### src/design/sync_params_defs.svh
// Register offsets, reset values and timing constants of the sync parameter bank
`ifndef SYNC_PARAMS_DEFS_SVH
`define SYNC_PARAMS_DEFS_SVH

// Output side objects
`define OFF_OUT_SYNC_MODE 8'h00
`define OFF_OUT_CYCLE_TIME 8'h04
`define OFF_OUT_SHIFT_TIME 8'h08
`define OFF_OUT_SUPPORTED 8'h0c
`define OFF_OUT_MIN_CYCLE 8'h10
`define OFF_OUT_CALC_COPY 8'h14
`define OFF_OUT_COMMAND 8'h18
`define OFF_OUT_DELAY 8'h1c
`define OFF_OUT_MISSED 8'h20
`define OFF_OUT_EXCEEDED 8'h24
`define OFF_OUT_SHORT 8'h28
`define OFF_OUT_SYNC_ERR 8'h2c
`define OFF_OUT_MAX_SUB 8'h30
// Input side objects
`define OFF_IN_MAX_SUB 8'h40
`define OFF_IN_SYNC_MODE 8'h44
`define OFF_IN_CYCLE_TIME 8'h48
`define OFF_IN_SHIFT_TIME 8'h4c
`define OFF_IN_SUPPORTED 8'h50
`define OFF_IN_MIN_CYCLE 8'h54
`define OFF_IN_CALC_COPY 8'h58
`define OFF_IN_COMMAND 8'h5c
`define OFF_IN_DELAY 8'h60
`define OFF_IN_MISSED 8'h64
`define OFF_IN_EXCEEDED 8'h68
`define OFF_IN_SHORT 8'h6c
`define OFF_IN_SYNC_ERR 8'h70
// Interrupt registers
`define OFF_IRQ_STATUS 8'h80
`define OFF_IRQ_MASK 8'h84

// Reset values
`define RST_OUT_SYNC_MODE 16'h0001
`define RST_IN_SYNC_MODE 16'h0022
`define RST_SUPPORTED 16'hc007
`define RST_MAX_SUBINDEX 8'h20
`define RST_TIME 32'h0000_0000
`define RST_COUNT 16'h0000
`define RST_IRQ_MASK 8'h00

// Measurement command values
`define CMD_STOP 16'h0000
`define CMD_START 16'h0001

// Interrupt status field positions
`define IRQ_OUT_LSB 0
`define IRQ_IN_LSB 4

// Clock period in ns; the timestamp advances by this every clock
`define CLK_PERIOD_NS 32'h0000_0008

`endif

### src/design/sync_params_pkg.sv
// Types shared by the sync parameter bank
package sync_params_pkg;
  typedef enum logic [15:0] {
    MODE_FREE_RUN = 16'h0000,
    MODE_SM_EVENT = 16'h0001,
    MODE_DC_SYNC0 = 16'h0002,
    MODE_DC_SYNC1 = 16'h0003,
    MODE_OUT_SM_EVENT = 16'h0022
  } sync_mode_t;

  // Per-side events: missed, exceeded, shift short, sync error
  typedef logic [3:0] side_events_t;
endpackage

### src/design/sync_params_bank.sv
// Sync manager timing parameter bank with Wishbone slave and per-side timing monitors
// What this block does
// RULE_01: Input sync mode encodes 0,1,2,3,34; default 34
// RULE_02: Output supported-modes word carries fixed capability bits
// RULE_03: Input supported-modes word defaults to 0xC007
// RULE_04: Command 1 starts, 0 stops measurement
// RULE_05: Measuring updates timing entries with maximum values
// RULE_06: New measurement clears previous maximum values first
// RULE_07: Minimum cycle time is read-only, resets zero
// RULE_08: Output calc time: SYNC0 to SYNC1 minimum
// RULE_09: Output delay: SYNC1 until outputs driven
// RULE_10: Count missed SM events in operational DC
// RULE_11: Count late or early cycles while operational
// RULE_12: Count SYNC0 to SYNC1 spacing too short
// RULE_13: Sync error flag when outputs driven late
// RULE_14: Input shift: SYNC0 until inputs sampled
// RULE_15: Input calc time: sampling until data available
// RULE_16: Input delay: SYNC1 until inputs sampled
// RULE_17: Input group reports highest subindex 0x20
// RULE_18: Cycle time in ns, meaning per mode
// RULE_19: Input counters and flag mirror output ones
//
// The placing of the registers and the Wishbone interface to the registers were left to the implementer.
`timescale 1ns/100ps
`include "sync_params_defs.svh"

module sync_side #(
  parameter bit IS_INPUT = 1'b0
) (
  // Clock and reset
  input wire logic clk,
  input wire logic rstn,
  // Timing events, one-cycle pulses
  input wire logic sync0,
  input wire logic sync1,
  input wire logic sm_event,
  input wire logic act_pulse,
  input wire logic ready_pulse,
  input wire logic cycle_start,
  input wire logic cycle_done,
  // Control
  input wire logic op_state,
  input wire logic dc_mode,
  input wire logic [31:0] cycle_time,
  input wire logic measuring,
  input wire logic meas_start,
  input wire logic [31:0] now_ns,
  // Results
  output logic [31:0] shift_time,
  output logic [31:0] calc_copy_time,
  output logic [31:0] delay_time,
  output logic [31:0] min_cycle_time,
  output logic [15:0] missed_count,
  output logic [15:0] exceeded_count,
  output logic [15:0] short_count,
  output logic sync_err,
  output sync_params_pkg::side_events_t events
);
  logic [31:0] t_sync0_reg, t_sync1_reg, t_act_reg, t_cyc_reg;
  logic seen_sm_reg, seen_act_reg, seen_ready_reg, had_sync0_reg, busy_reg, overrun_reg;
  wire [31:0] d_shift = now_ns - t_sync0_reg;
  wire [31:0] d_calc = IS_INPUT ? now_ns - t_act_reg : now_ns - t_sync0_reg;
  wire [31:0] d_delay = now_ns - t_sync1_reg;
  wire [31:0] d_cyc = now_ns - t_cyc_reg;
  wire upd = measuring && !meas_start;
  // Missed and sync-error checks need one full cycle behind them
  wire miss_ev = sync0 && dc_mode && op_state && had_sync0_reg && !seen_sm_reg; // [RULE_10] [RULE_19]
  wire late_ev = busy_reg && !overrun_reg && cycle_time != `RST_TIME && d_cyc > cycle_time;
  wire exceed_ev = op_state && ((cycle_start && busy_reg) || late_ev); // [RULE_11] [RULE_19]
  wire short_ev = sync1 && dc_mode && !seen_ready_reg; // [RULE_12] [RULE_19]
  wire err_ev = sync0 && dc_mode && had_sync0_reg && !seen_act_reg; // [RULE_13] [RULE_19]

  assign events = {err_ev, short_ev, exceed_ev, miss_ev};

  always_ff @(posedge clk or negedge rstn) begin
    if (!rstn) begin
      t_sync0_reg <= `RST_TIME;
      t_sync1_reg <= `RST_TIME;
      t_act_reg <= `RST_TIME;
      t_cyc_reg <= `RST_TIME;
    end else begin
      if (sync0) t_sync0_reg <= now_ns;
      if (sync1) t_sync1_reg <= now_ns;
      if (act_pulse) t_act_reg <= now_ns;
      if (cycle_start) t_cyc_reg <= now_ns;
    end
  end

  // A mark that arrives with the sync0 that clears it belongs to the new cycle
  always_ff @(posedge clk or negedge rstn) begin
    if (!rstn) begin
      seen_sm_reg <= 1'b0;
      seen_act_reg <= 1'b0;
      seen_ready_reg <= 1'b0;
      had_sync0_reg <= 1'b0;
      busy_reg <= 1'b0;
      overrun_reg <= 1'b0;
    end else begin
      seen_sm_reg <= sm_event || (seen_sm_reg && !sync0);
      seen_act_reg <= act_pulse || (seen_act_reg && !sync0);
      seen_ready_reg <= ready_pulse || (seen_ready_reg && !sync0);
      had_sync0_reg <= had_sync0_reg || sync0;
      busy_reg <= cycle_start || (busy_reg && !cycle_done);
      overrun_reg <= !cycle_start && (overrun_reg || late_ev);
    end
  end

  // Maximum capture; start clears before accumulating
  always_ff @(posedge clk or negedge rstn) begin
    if (!rstn) begin
      shift_time <= `RST_TIME;
      calc_copy_time <= `RST_TIME;
      delay_time <= `RST_TIME;
      min_cycle_time <= `RST_TIME;
    end else if (meas_start) begin
      shift_time <= `RST_TIME; // [RULE_06]
      calc_copy_time <= `RST_TIME;
      delay_time <= `RST_TIME;
      min_cycle_time <= `RST_TIME;
    end else if (upd) begin
      if (act_pulse && d_shift > shift_time) shift_time <= d_shift; // [RULE_05] [RULE_14]
      if (ready_pulse && d_calc > calc_copy_time) calc_copy_time <= d_calc; // [RULE_08] [RULE_15]
      if (act_pulse && d_delay > delay_time) delay_time <= d_delay; // [RULE_09] [RULE_16]
      if (cycle_done && busy_reg && d_cyc > min_cycle_time) min_cycle_time <= d_cyc; // [RULE_07]
    end
  end

  // Counters saturate rather than wrap so a reader never sees a small count after a storm
  always_ff @(posedge clk or negedge rstn) begin
    if (!rstn) begin
      missed_count <= `RST_COUNT;
      exceeded_count <= `RST_COUNT;
      short_count <= `RST_COUNT;
      sync_err <= 1'b0;
    end else begin
      if (miss_ev && missed_count != 16'hffff) missed_count <= missed_count + 16'h0001;
      if (exceed_ev && exceeded_count != 16'hffff) exceeded_count <= exceeded_count + 16'h0001;
      if (short_ev && short_count != 16'hffff) short_count <= short_count + 16'h0001;
      if (!dc_mode) sync_err <= 1'b0;
      else if (sync0 && had_sync0_reg) sync_err <= !seen_act_reg; // [RULE_13]
    end
  end
endmodule

module sync_params_bank (
  // Clock and reset
  input wire logic clk,
  input wire logic rstn,
  // Wishbone slave
  input wire logic wb_cyc_i,
  input wire logic wb_stb_i,
  input wire logic wb_we_i,
  input wire logic [7:0] wb_adr_i,
  input wire logic [3:0] wb_sel_i,
  input wire logic [31:0] wb_dat_i,
  output logic [31:0] wb_dat_o,
  output logic wb_ack_o,
  // Distributed clock and state
  input wire logic sync0_evt,
  input wire logic sync1_evt,
  input wire logic op_state,
  // Output side events
  input wire logic out_sm_evt,
  input wire logic outputs_driven,
  input wire logic out_data_ready,
  input wire logic out_cycle_start,
  input wire logic out_cycle_done,
  // Input side events
  input wire logic in_sm_evt,
  input wire logic inputs_sampled,
  input wire logic in_data_ready,
  input wire logic in_cycle_start,
  input wire logic in_cycle_done,
  // Status
  output logic measure_active,
  output logic out_dc_mode,
  output logic in_dc_mode,
  output logic irq
);
  logic ack_reg;
  logic [31:0] rdata_reg, now_ns_reg;
  logic [15:0] out_sync_mode_reg, in_sync_mode_reg;
  logic [31:0] out_cycle_time_reg, in_cycle_time_reg;
  logic measuring_reg;
  logic [7:0] irq_status_reg, irq_mask_reg;
  logic [31:0] o_shift, o_calc, o_delay, o_min, i_shift, i_calc, i_delay, i_min;
  logic [15:0] o_miss, o_exc, o_short, i_miss, i_exc, i_short;
  logic o_err, i_err;
  sync_params_pkg::side_events_t o_ev, i_ev;

  function automatic logic [31:0] merge(input logic [31:0] old, input logic [31:0] nw,
                                        input logic [3:0] sel);
    for (int b = 0; b < 4; b++) begin
      merge[8*b +: 8] = sel[b] ? nw[8*b +: 8] : old[8*b +: 8];
    end
  endfunction

  // Bus decode: request cycle, then ack cycle at whose edge writes land
  wire req = wb_cyc_i && wb_stb_i;
  wire wr = req && wb_we_i && ack_reg;
  wire rd_done = req && !wb_we_i && ack_reg;
  wire wr_out_mode = wr && wb_adr_i == `OFF_OUT_SYNC_MODE;
  wire wr_in_mode = wr && wb_adr_i == `OFF_IN_SYNC_MODE;
  wire wr_out_cyc = wr && wb_adr_i == `OFF_OUT_CYCLE_TIME;
  wire wr_in_cyc = wr && wb_adr_i == `OFF_IN_CYCLE_TIME;
  wire wr_cmd = wr && (wb_adr_i == `OFF_OUT_COMMAND || wb_adr_i == `OFF_IN_COMMAND);
  wire wr_mask = wr && wb_adr_i == `OFF_IRQ_MASK;
  wire rd_status = rd_done && wb_adr_i == `OFF_IRQ_STATUS;
  wire [31:0] m_out_mode = merge({16'h0000, out_sync_mode_reg}, wb_dat_i, wb_sel_i);
  wire [31:0] m_in_mode = merge({16'h0000, in_sync_mode_reg}, wb_dat_i, wb_sel_i);
  wire [31:0] m_cmd = merge({16'h0000, 15'h0000, measuring_reg}, wb_dat_i, wb_sel_i);
  wire [31:0] m_mask = merge({24'h000000, irq_mask_reg}, wb_dat_i, wb_sel_i);
  // Unsupported mode codes are dropped so the mode always decodes
  wire out_mode_ok = m_out_mode[15:0] <= sync_params_pkg::MODE_DC_SYNC1;
  wire in_mode_ok = m_in_mode[15:0] <= sync_params_pkg::MODE_DC_SYNC1 ||
                    m_in_mode[15:0] == sync_params_pkg::MODE_OUT_SM_EVENT; // [RULE_01]
  wire meas_start = wr_cmd && m_cmd[15:0] == `CMD_START; // [RULE_04]
  wire meas_stop = wr_cmd && m_cmd[15:0] == `CMD_STOP;
  wire [7:0] ev_set = {i_ev, o_ev};
  wire [7:0] ev_clr = rd_status ? rdata_reg[7:0] : 8'h00;

  assign out_dc_mode = out_sync_mode_reg == sync_params_pkg::MODE_DC_SYNC0 ||
                       out_sync_mode_reg == sync_params_pkg::MODE_DC_SYNC1;
  assign in_dc_mode = in_sync_mode_reg == sync_params_pkg::MODE_DC_SYNC0 ||
                      in_sync_mode_reg == sync_params_pkg::MODE_DC_SYNC1;
  assign measure_active = measuring_reg;
  assign irq = |(irq_status_reg & irq_mask_reg);
  assign wb_ack_o = ack_reg;
  assign wb_dat_o = rdata_reg;

  // Read selection; unmapped offsets answer zero
  wire [31:0] rsel =
    wb_adr_i == `OFF_OUT_SYNC_MODE ? {16'h0000, out_sync_mode_reg} :
    wb_adr_i == `OFF_OUT_CYCLE_TIME ? out_cycle_time_reg : // [RULE_18]
    wb_adr_i == `OFF_OUT_SHIFT_TIME ? o_shift :
    wb_adr_i == `OFF_OUT_SUPPORTED ? {16'h0000, `RST_SUPPORTED} : // [RULE_02]
    wb_adr_i == `OFF_OUT_MIN_CYCLE ? o_min :
    wb_adr_i == `OFF_OUT_CALC_COPY ? o_calc :
    wb_adr_i == `OFF_OUT_COMMAND ? {31'h0000_0000, measuring_reg} :
    wb_adr_i == `OFF_OUT_DELAY ? o_delay :
    wb_adr_i == `OFF_OUT_MISSED ? {16'h0000, o_miss} :
    wb_adr_i == `OFF_OUT_EXCEEDED ? {16'h0000, o_exc} :
    wb_adr_i == `OFF_OUT_SHORT ? {16'h0000, o_short} :
    wb_adr_i == `OFF_OUT_SYNC_ERR ? {31'h0000_0000, o_err} :
    wb_adr_i == `OFF_OUT_MAX_SUB ? {24'h000000, `RST_MAX_SUBINDEX} :
    wb_adr_i == `OFF_IN_MAX_SUB ? {24'h000000, `RST_MAX_SUBINDEX} : // [RULE_17]
    wb_adr_i == `OFF_IN_SYNC_MODE ? {16'h0000, in_sync_mode_reg} :
    wb_adr_i == `OFF_IN_CYCLE_TIME ? in_cycle_time_reg :
    wb_adr_i == `OFF_IN_SHIFT_TIME ? i_shift :
    wb_adr_i == `OFF_IN_SUPPORTED ? {16'h0000, `RST_SUPPORTED} : // [RULE_03]
    wb_adr_i == `OFF_IN_MIN_CYCLE ? i_min :
    wb_adr_i == `OFF_IN_CALC_COPY ? i_calc :
    wb_adr_i == `OFF_IN_COMMAND ? {31'h0000_0000, measuring_reg} :
    wb_adr_i == `OFF_IN_DELAY ? i_delay :
    wb_adr_i == `OFF_IN_MISSED ? {16'h0000, i_miss} :
    wb_adr_i == `OFF_IN_EXCEEDED ? {16'h0000, i_exc} :
    wb_adr_i == `OFF_IN_SHORT ? {16'h0000, i_short} :
    wb_adr_i == `OFF_IN_SYNC_ERR ? {31'h0000_0000, i_err} :
    wb_adr_i == `OFF_IRQ_STATUS ? {24'h000000, irq_status_reg} :
    wb_adr_i == `OFF_IRQ_MASK ? {24'h000000, irq_mask_reg} : 32'h0000_0000;

  always_ff @(posedge clk or negedge rstn) begin
    if (!rstn) begin
      ack_reg <= 1'b0;
      rdata_reg <= 32'h0000_0000;
      now_ns_reg <= `RST_TIME;
    end else begin
      ack_reg <= req && !ack_reg;
      if (req && !ack_reg) rdata_reg <= wb_we_i ? 32'h0000_0000 : rsel;
      now_ns_reg <= now_ns_reg + `CLK_PERIOD_NS;
    end
  end

  always_ff @(posedge clk or negedge rstn) begin
    if (!rstn) begin
      out_sync_mode_reg <= `RST_OUT_SYNC_MODE;
      in_sync_mode_reg <= `RST_IN_SYNC_MODE; // [RULE_01]
      out_cycle_time_reg <= `RST_TIME;
      in_cycle_time_reg <= `RST_TIME;
      measuring_reg <= 1'b0;
      irq_mask_reg <= `RST_IRQ_MASK;
    end else begin
      if (wr_out_mode && out_mode_ok) out_sync_mode_reg <= m_out_mode[15:0];
      if (wr_in_mode && in_mode_ok) in_sync_mode_reg <= m_in_mode[15:0];
      if (wr_out_cyc) out_cycle_time_reg <= merge(out_cycle_time_reg, wb_dat_i, wb_sel_i);
      if (wr_in_cyc) in_cycle_time_reg <= merge(in_cycle_time_reg, wb_dat_i, wb_sel_i);
      if (meas_start) measuring_reg <= 1'b1; // [RULE_04]
      else if (meas_stop) measuring_reg <= 1'b0;
      if (wr_mask) irq_mask_reg <= m_mask[7:0];
    end
  end

  // Only bits that the read returned are cleared, and a new event wins
  always_ff @(posedge clk or negedge rstn) begin
    if (!rstn) irq_status_reg <= 8'h00;
    else irq_status_reg <= (irq_status_reg & ~ev_clr) | ev_set;
  end

  sync_side #(.IS_INPUT(1'b0)) u_out (
    .clk(clk), .rstn(rstn), .sync0(sync0_evt), .sync1(sync1_evt), .sm_event(out_sm_evt),
    .act_pulse(outputs_driven), .ready_pulse(out_data_ready),
    .cycle_start(out_cycle_start), .cycle_done(out_cycle_done), .op_state(op_state),
    .dc_mode(out_dc_mode), .cycle_time(out_cycle_time_reg), .measuring(measuring_reg),
    .meas_start(meas_start), .now_ns(now_ns_reg), .shift_time(o_shift),
    .calc_copy_time(o_calc), .delay_time(o_delay), .min_cycle_time(o_min),
    .missed_count(o_miss), .exceeded_count(o_exc), .short_count(o_short),
    .sync_err(o_err), .events(o_ev)
  );

  sync_side #(.IS_INPUT(1'b1)) u_in (
    .clk(clk), .rstn(rstn), .sync0(sync0_evt), .sync1(sync1_evt), .sm_event(in_sm_evt),
    .act_pulse(inputs_sampled), .ready_pulse(in_data_ready),
    .cycle_start(in_cycle_start), .cycle_done(in_cycle_done), .op_state(op_state),
    .dc_mode(in_dc_mode), .cycle_time(in_cycle_time_reg), .measuring(measuring_reg),
    .meas_start(meas_start), .now_ns(now_ns_reg), .shift_time(i_shift),
    .calc_copy_time(i_calc), .delay_time(i_delay), .min_cycle_time(i_min),
    .missed_count(i_miss), .exceeded_count(i_exc), .short_count(i_short),
    .sync_err(i_err), .events(i_ev)
  );
endmodule

### config.mk
export PLATFORM = sky130hd
export DESIGN_NAME = sync_params_bank
export DESIGN_NICKNAME = d
export VERILOG_FILES = /design/src/design/sync_params_pkg.sv /design/src/design/sync_params_bank.sv
export VERILOG_INCLUDE_DIRS = /design/src /design/src/design
export SDC_FILE = /design/constraint.sdc
export NUM_CORES = 2
export LEC_CHECK = 0
export CAP_MARGIN = 30
export CORE_MARGIN = 2
export CORE_UTILIZATION = 33
export CTS_BUF_LIST = sky130_fd_sc_hd__clkbuf_4 sky130_fd_sc_hd__clkbuf_8
export DETAILED_ROUTE_END_ITERATION = 12
export DONT_BUFFER_PORTS = 1
export HOLD_SLACK_MARGIN = 0.15
export PLACE_DENSITY_LB_ADDON = 0.25
export SYNTH_ARGS = -nofsm -noshare
export SYNTH_HDL_FRONTEND = slang
export SYNTH_SLANG_ARGS = --single-unit
### constraint.sdc
create_clock -name clk -period 4.85 [get_ports clk]
set_input_delay 0.97 -clock clk [delete_from_list [all_inputs] [get_ports clk]]
set_output_delay 0.97 -clock clk [all_outputs]
set_load 0.02 [all_outputs]
==> flow_summary.json <==
{
  "synth_nets": 5390,
  "p_switching_w": 0.004037,
  "status": "complete, but fails checks",
  "clk-insertion-delay-late_ps": 890,
  "rows": 134,
  "drive_above_1_share_pct": 25.76,
  "die_h_um": 369.9,
  "yosys.area.top_type": "dfrtp_1",
  "antenna_found_initial": 3,
  "dieArea_um2": 136800,
  "layout_setup_ws_ps": -321.6,
  "cp-end-kind": "flop",
  "finalWeightedCongestion": 0.9705,
  "synth_area_leaders": "dfrtp_1 (37%), ha_1 (12%), inv_1 (4.2%), o21ai_0 (4.1%), nand2_1 (3.8%)",
  "final_area_um2": 56900,
  "slew_headroom_pct": 0.09526,
  "rrSetupSlack_ps": -320,
  "layout.nets": 6022,
  "slew_violations": 0,
  "dr.pass1.iters": 9,
  "grt_usage_pct": 24.57,
  "clockPowerShare_pct": 43.0,
  "r2r-end": "u_in.calc_copy_time[30]",
  "switching_share_pct": 28.56,
  "fin_crit_sh_pct": 106.6,
  "worstHoldEndpoint": "u_out.t_cyc_reg[11]",
  "start_kind": "flop",
  "postPlaceCellArea_um2": 49760,
  "via_count": 40450,
  "pwr-share-comb_pct": 16.5,
  "ys_async_sr_fraction_pct": 100.0,
  "syn_area_per_cell_um2": 9.043,
  "peakVddDrop_v": 0.0002370,
  "layout_min_cycle_time_ps": 5172,
  "cellLeakagePower_nw": 26.52,
  "synth-seq-area-share_pct": 37.50,
  "worst_hold_path.num_cells": 1,
  "startpoint": "now_ns_reg[3]",
  "finalSetupViolations": 206,
  "syn_inst": 4886,
  "drt-total-wl_um": 172900,
  "wire_per_inst_um": 23.40,
  "rsz0062_at_grt": "true",
  "powerDensity_nw_per_um2": 248.4,
  "yosysWarningCount": 0,
  "crit_family": "compound AO/OA/AOI/OAI gates",
  "cts_buffer_depth": 3,
  "io_pins": 99,
  "finClkSkew_ps": 69.23,
  "nFillCells": 12980,
  "grt_max_degree": 663,
  "grt_overflow": 0,
  "seqCellArea_um2": 16580,
  "cts_tree": "built",
  "max_freq_ghz": 0.1934,
  "viasPerCell": 5.475,
  "port_buffers": 0,
  "hp-class": "in2reg",
  "clk_pin_slew_ps": 60,
  "synth_ff_type": "dfrtp_1",
  "yosys_register_bits": 662,
  "design.core.area_um2": 133100,
  "syn_area_um2": 44180,
  "drc_errors": 0,
  "multi_input_area_um2": 27410,
  "cts.sink_count": 662,
  "maxCapViolCount": 0,
  "synth_edf_count": 0,
  "synth.distinct_cells": 103,
  "grt_pass1_wl_um": 253500,
  "dp_hpwl_um": 128300,
  "cp_max_fo": 7,
  "r2r-start": "now_ns_reg[3]",
  "failed_checks": "negative setup slack",
  "hold_violations": 0,
  "antenna_left": 0,
  "arrival_ps": 5890,
  "intPower_w": 0.01010,
  "drt-initial-drc-count": 3704,
  "initial_utilization_pct": 33.19,
  "die_w_um": 369.9,
  "worst_pin_slew_ps": 1499,
  "rr_worst_depth": 26,
  "grt_pass1_vias": 39330,
  "cts-root-buf": "clkbuf_8",
  "critical_path.max_stage_delay_ps": 390,
  "seq_power_share_pct": 40.4,
  "synth_top_area_share_pct": 37.32,
  "fin_tns_setup_ps": -30550,
  "numCtsBuffers": 120,
  "cp.required_ps": 5570,
  "min-delay-start": "out_cycle_start",
  "ctsHtreeMaxLevel": 3,
  "path_buf_inv": 7,
  "crit_type": "reg2reg",
  "areaGrowthSynthToFinish_pct": 28.79,
  "fin_util_pct": 42.74,
  "slowest_stage": "dfrtp_1"
}
-- synth_stat cells (all sizes together) (10+ instances only) --
| cell type | count |
|---|---|
| nor2b | 61 |
| a22oi | 84 |
| and2 | 45 |
| o31ai | 19 |
| o22ai | 14 |
| or2 | 13 |
| nor3 | 60 |
| inv | 489 |
| nor4 | 28 |
| nand2b | 25 |
| a2111oi | 10 |
| or4 | 13 |
| a31oi | 31 |
| a222oi | 12 |
| o211ai | 19 |
| a21boi | 10 |
| dfrtp | 659 |
| nand3 | 133 |
| xor2 | 77 |
| a221oi | 30 |
| a211oi | 45 |
| o21bai | 20 |
| o21ai | 370 |
| nand4 | 119 |
| clkbuf | 123 |
| buf | 72 |
| mux2i | 115 |
| a21oi | 260 |
| nor2 | 343 |
| mux2 | 113 |
| o221ai | 18 |
| xnor2 | 162 |
| and3 | 44 |
| a21o | 121 |
| and4 | 17 |
| ha | 437 |
| a22o | 35 |
| o21a | 51 |
| nand2 | 442 |
-- timing repair --
item                                   CTS  global route
pin swaps                              179           171
setup endpoints to repair              267           267
cloned                                  13             5
endpoints found under the hold margin  686             0
buffers inserted                       100            58
gates resized for setup                365           244
hold buffers                             8             0
-- how the worst max path moves through the flow --
stage	end	cells past startpoint	slack, ps
after global routing	u_in.calc_copy_time[30]	26	-490
final	u_in.calc_copy_time[30]	26	-320
after detailed placement	u_out.exceeded_count[9]	23	-750
after floorplan	u_in.delay_time[15]	23	20
after global placement	u_out.exceeded_count[9]	22	-750
after CTS	u_out.delay_time[20]	25	-240
-- worst reg2reg max path: cells and delay by family (launching register included) --
family | cells | cell delay, ps
xor+xnor | 1 | 200
flops | 1 | 390
buf+inv | 7 | 840
simple gates | 4 | 550
compound gates | 11 | 2250
fa+ha+maj | 3 | 770
-- per-stage QoR --
| step | total power [W] | setup WS [ps] | cells | hold slack, ps |
|---|---|---|---|---|
| 2_1_floorplan | 0.006890 | 16.16 | 4886 | 437.2 |
| 3_3_place_gp | 0.007572 | -745.5 | 6990 | 452.3 |
| 3_5_place_dp | 0.007594 | -752.1 | 6990 | 449.0 |
| 4_1_cts | 0.01394 | -237.1 | 7330 | -120.0 |
| 5_1_grt | 0.01471 | -489.8 | 7387 | 159.0 |
| 6_report | 0.01413 | -321.6 | 7389 | 182.9 |
-- cells in the final DEF, fill, tap and decap left out, drive strengths merged, types with 113 or more instances in the layout --
cell type	netlist	final
buf	72	692
nand4	119	119
o21ai	370	370
dfrtp	659	659
a21oi	260	260
nand2	442	442
mux2i	115	115
ha	437	437
a21o	121	121
xnor2	162	162
mux2	113	113
nand3	133	133
nor2	343	344
clkbuf	123	197
inv	489	492
-- power by group through the flow --
stage	Clock (W)	Sequential [W]	Combinational, W
2_1_floorplan	0	0.00577	0.00112
3_3_place_gp	0	0.00581	0.00177
3_5_place_dp	0	0.00581	0.00179
4_1_cts	0.00620	0.00571	0.00203
5_1_grt	0.00644	0.00572	0.00255
6_report	0.00608	0.00572	0.00234
-- metal layers --
metal  vias up  part of all wire [%]  global-route usage (%)
li1      18650                     -                       -
met1     20150                    44                   33.26
met2      1358                    45                   39.03
met3       300                   6.3                   3.671
met4         0                   4.5                   10.32
met5         -                     0                       0
-- cell type report --
class	count	share of cell area, %
tap	1768	3.888
antenna	3	0.01319
inverter	489	3.230
multi-input combinational	3542	48.17
clock buffer	194	4.165
clock inverter	28	0.5959
sequential	662	29.14
timing repair buffer	703	10.79
-- logic make-up (layout without fill, tap and decap cells) --
kind of cell,Yosys count,in the layout,share of synthesized area [%]
AO/OA/AOI/OAI,1232,1233,18.08
XOR/XNOR,239,239,4.738
adder cells (fa/ha/maj),442,442,12.60
buffers and inverters,684,1414,6.023
flip-flops,662,662,37.50
multiplexers,234,234,5.791
other,0,3,0
AND/OR/NAND/NOR,1393,1394,15.27
No activity file was read; power rests on OpenSTA's default activity.
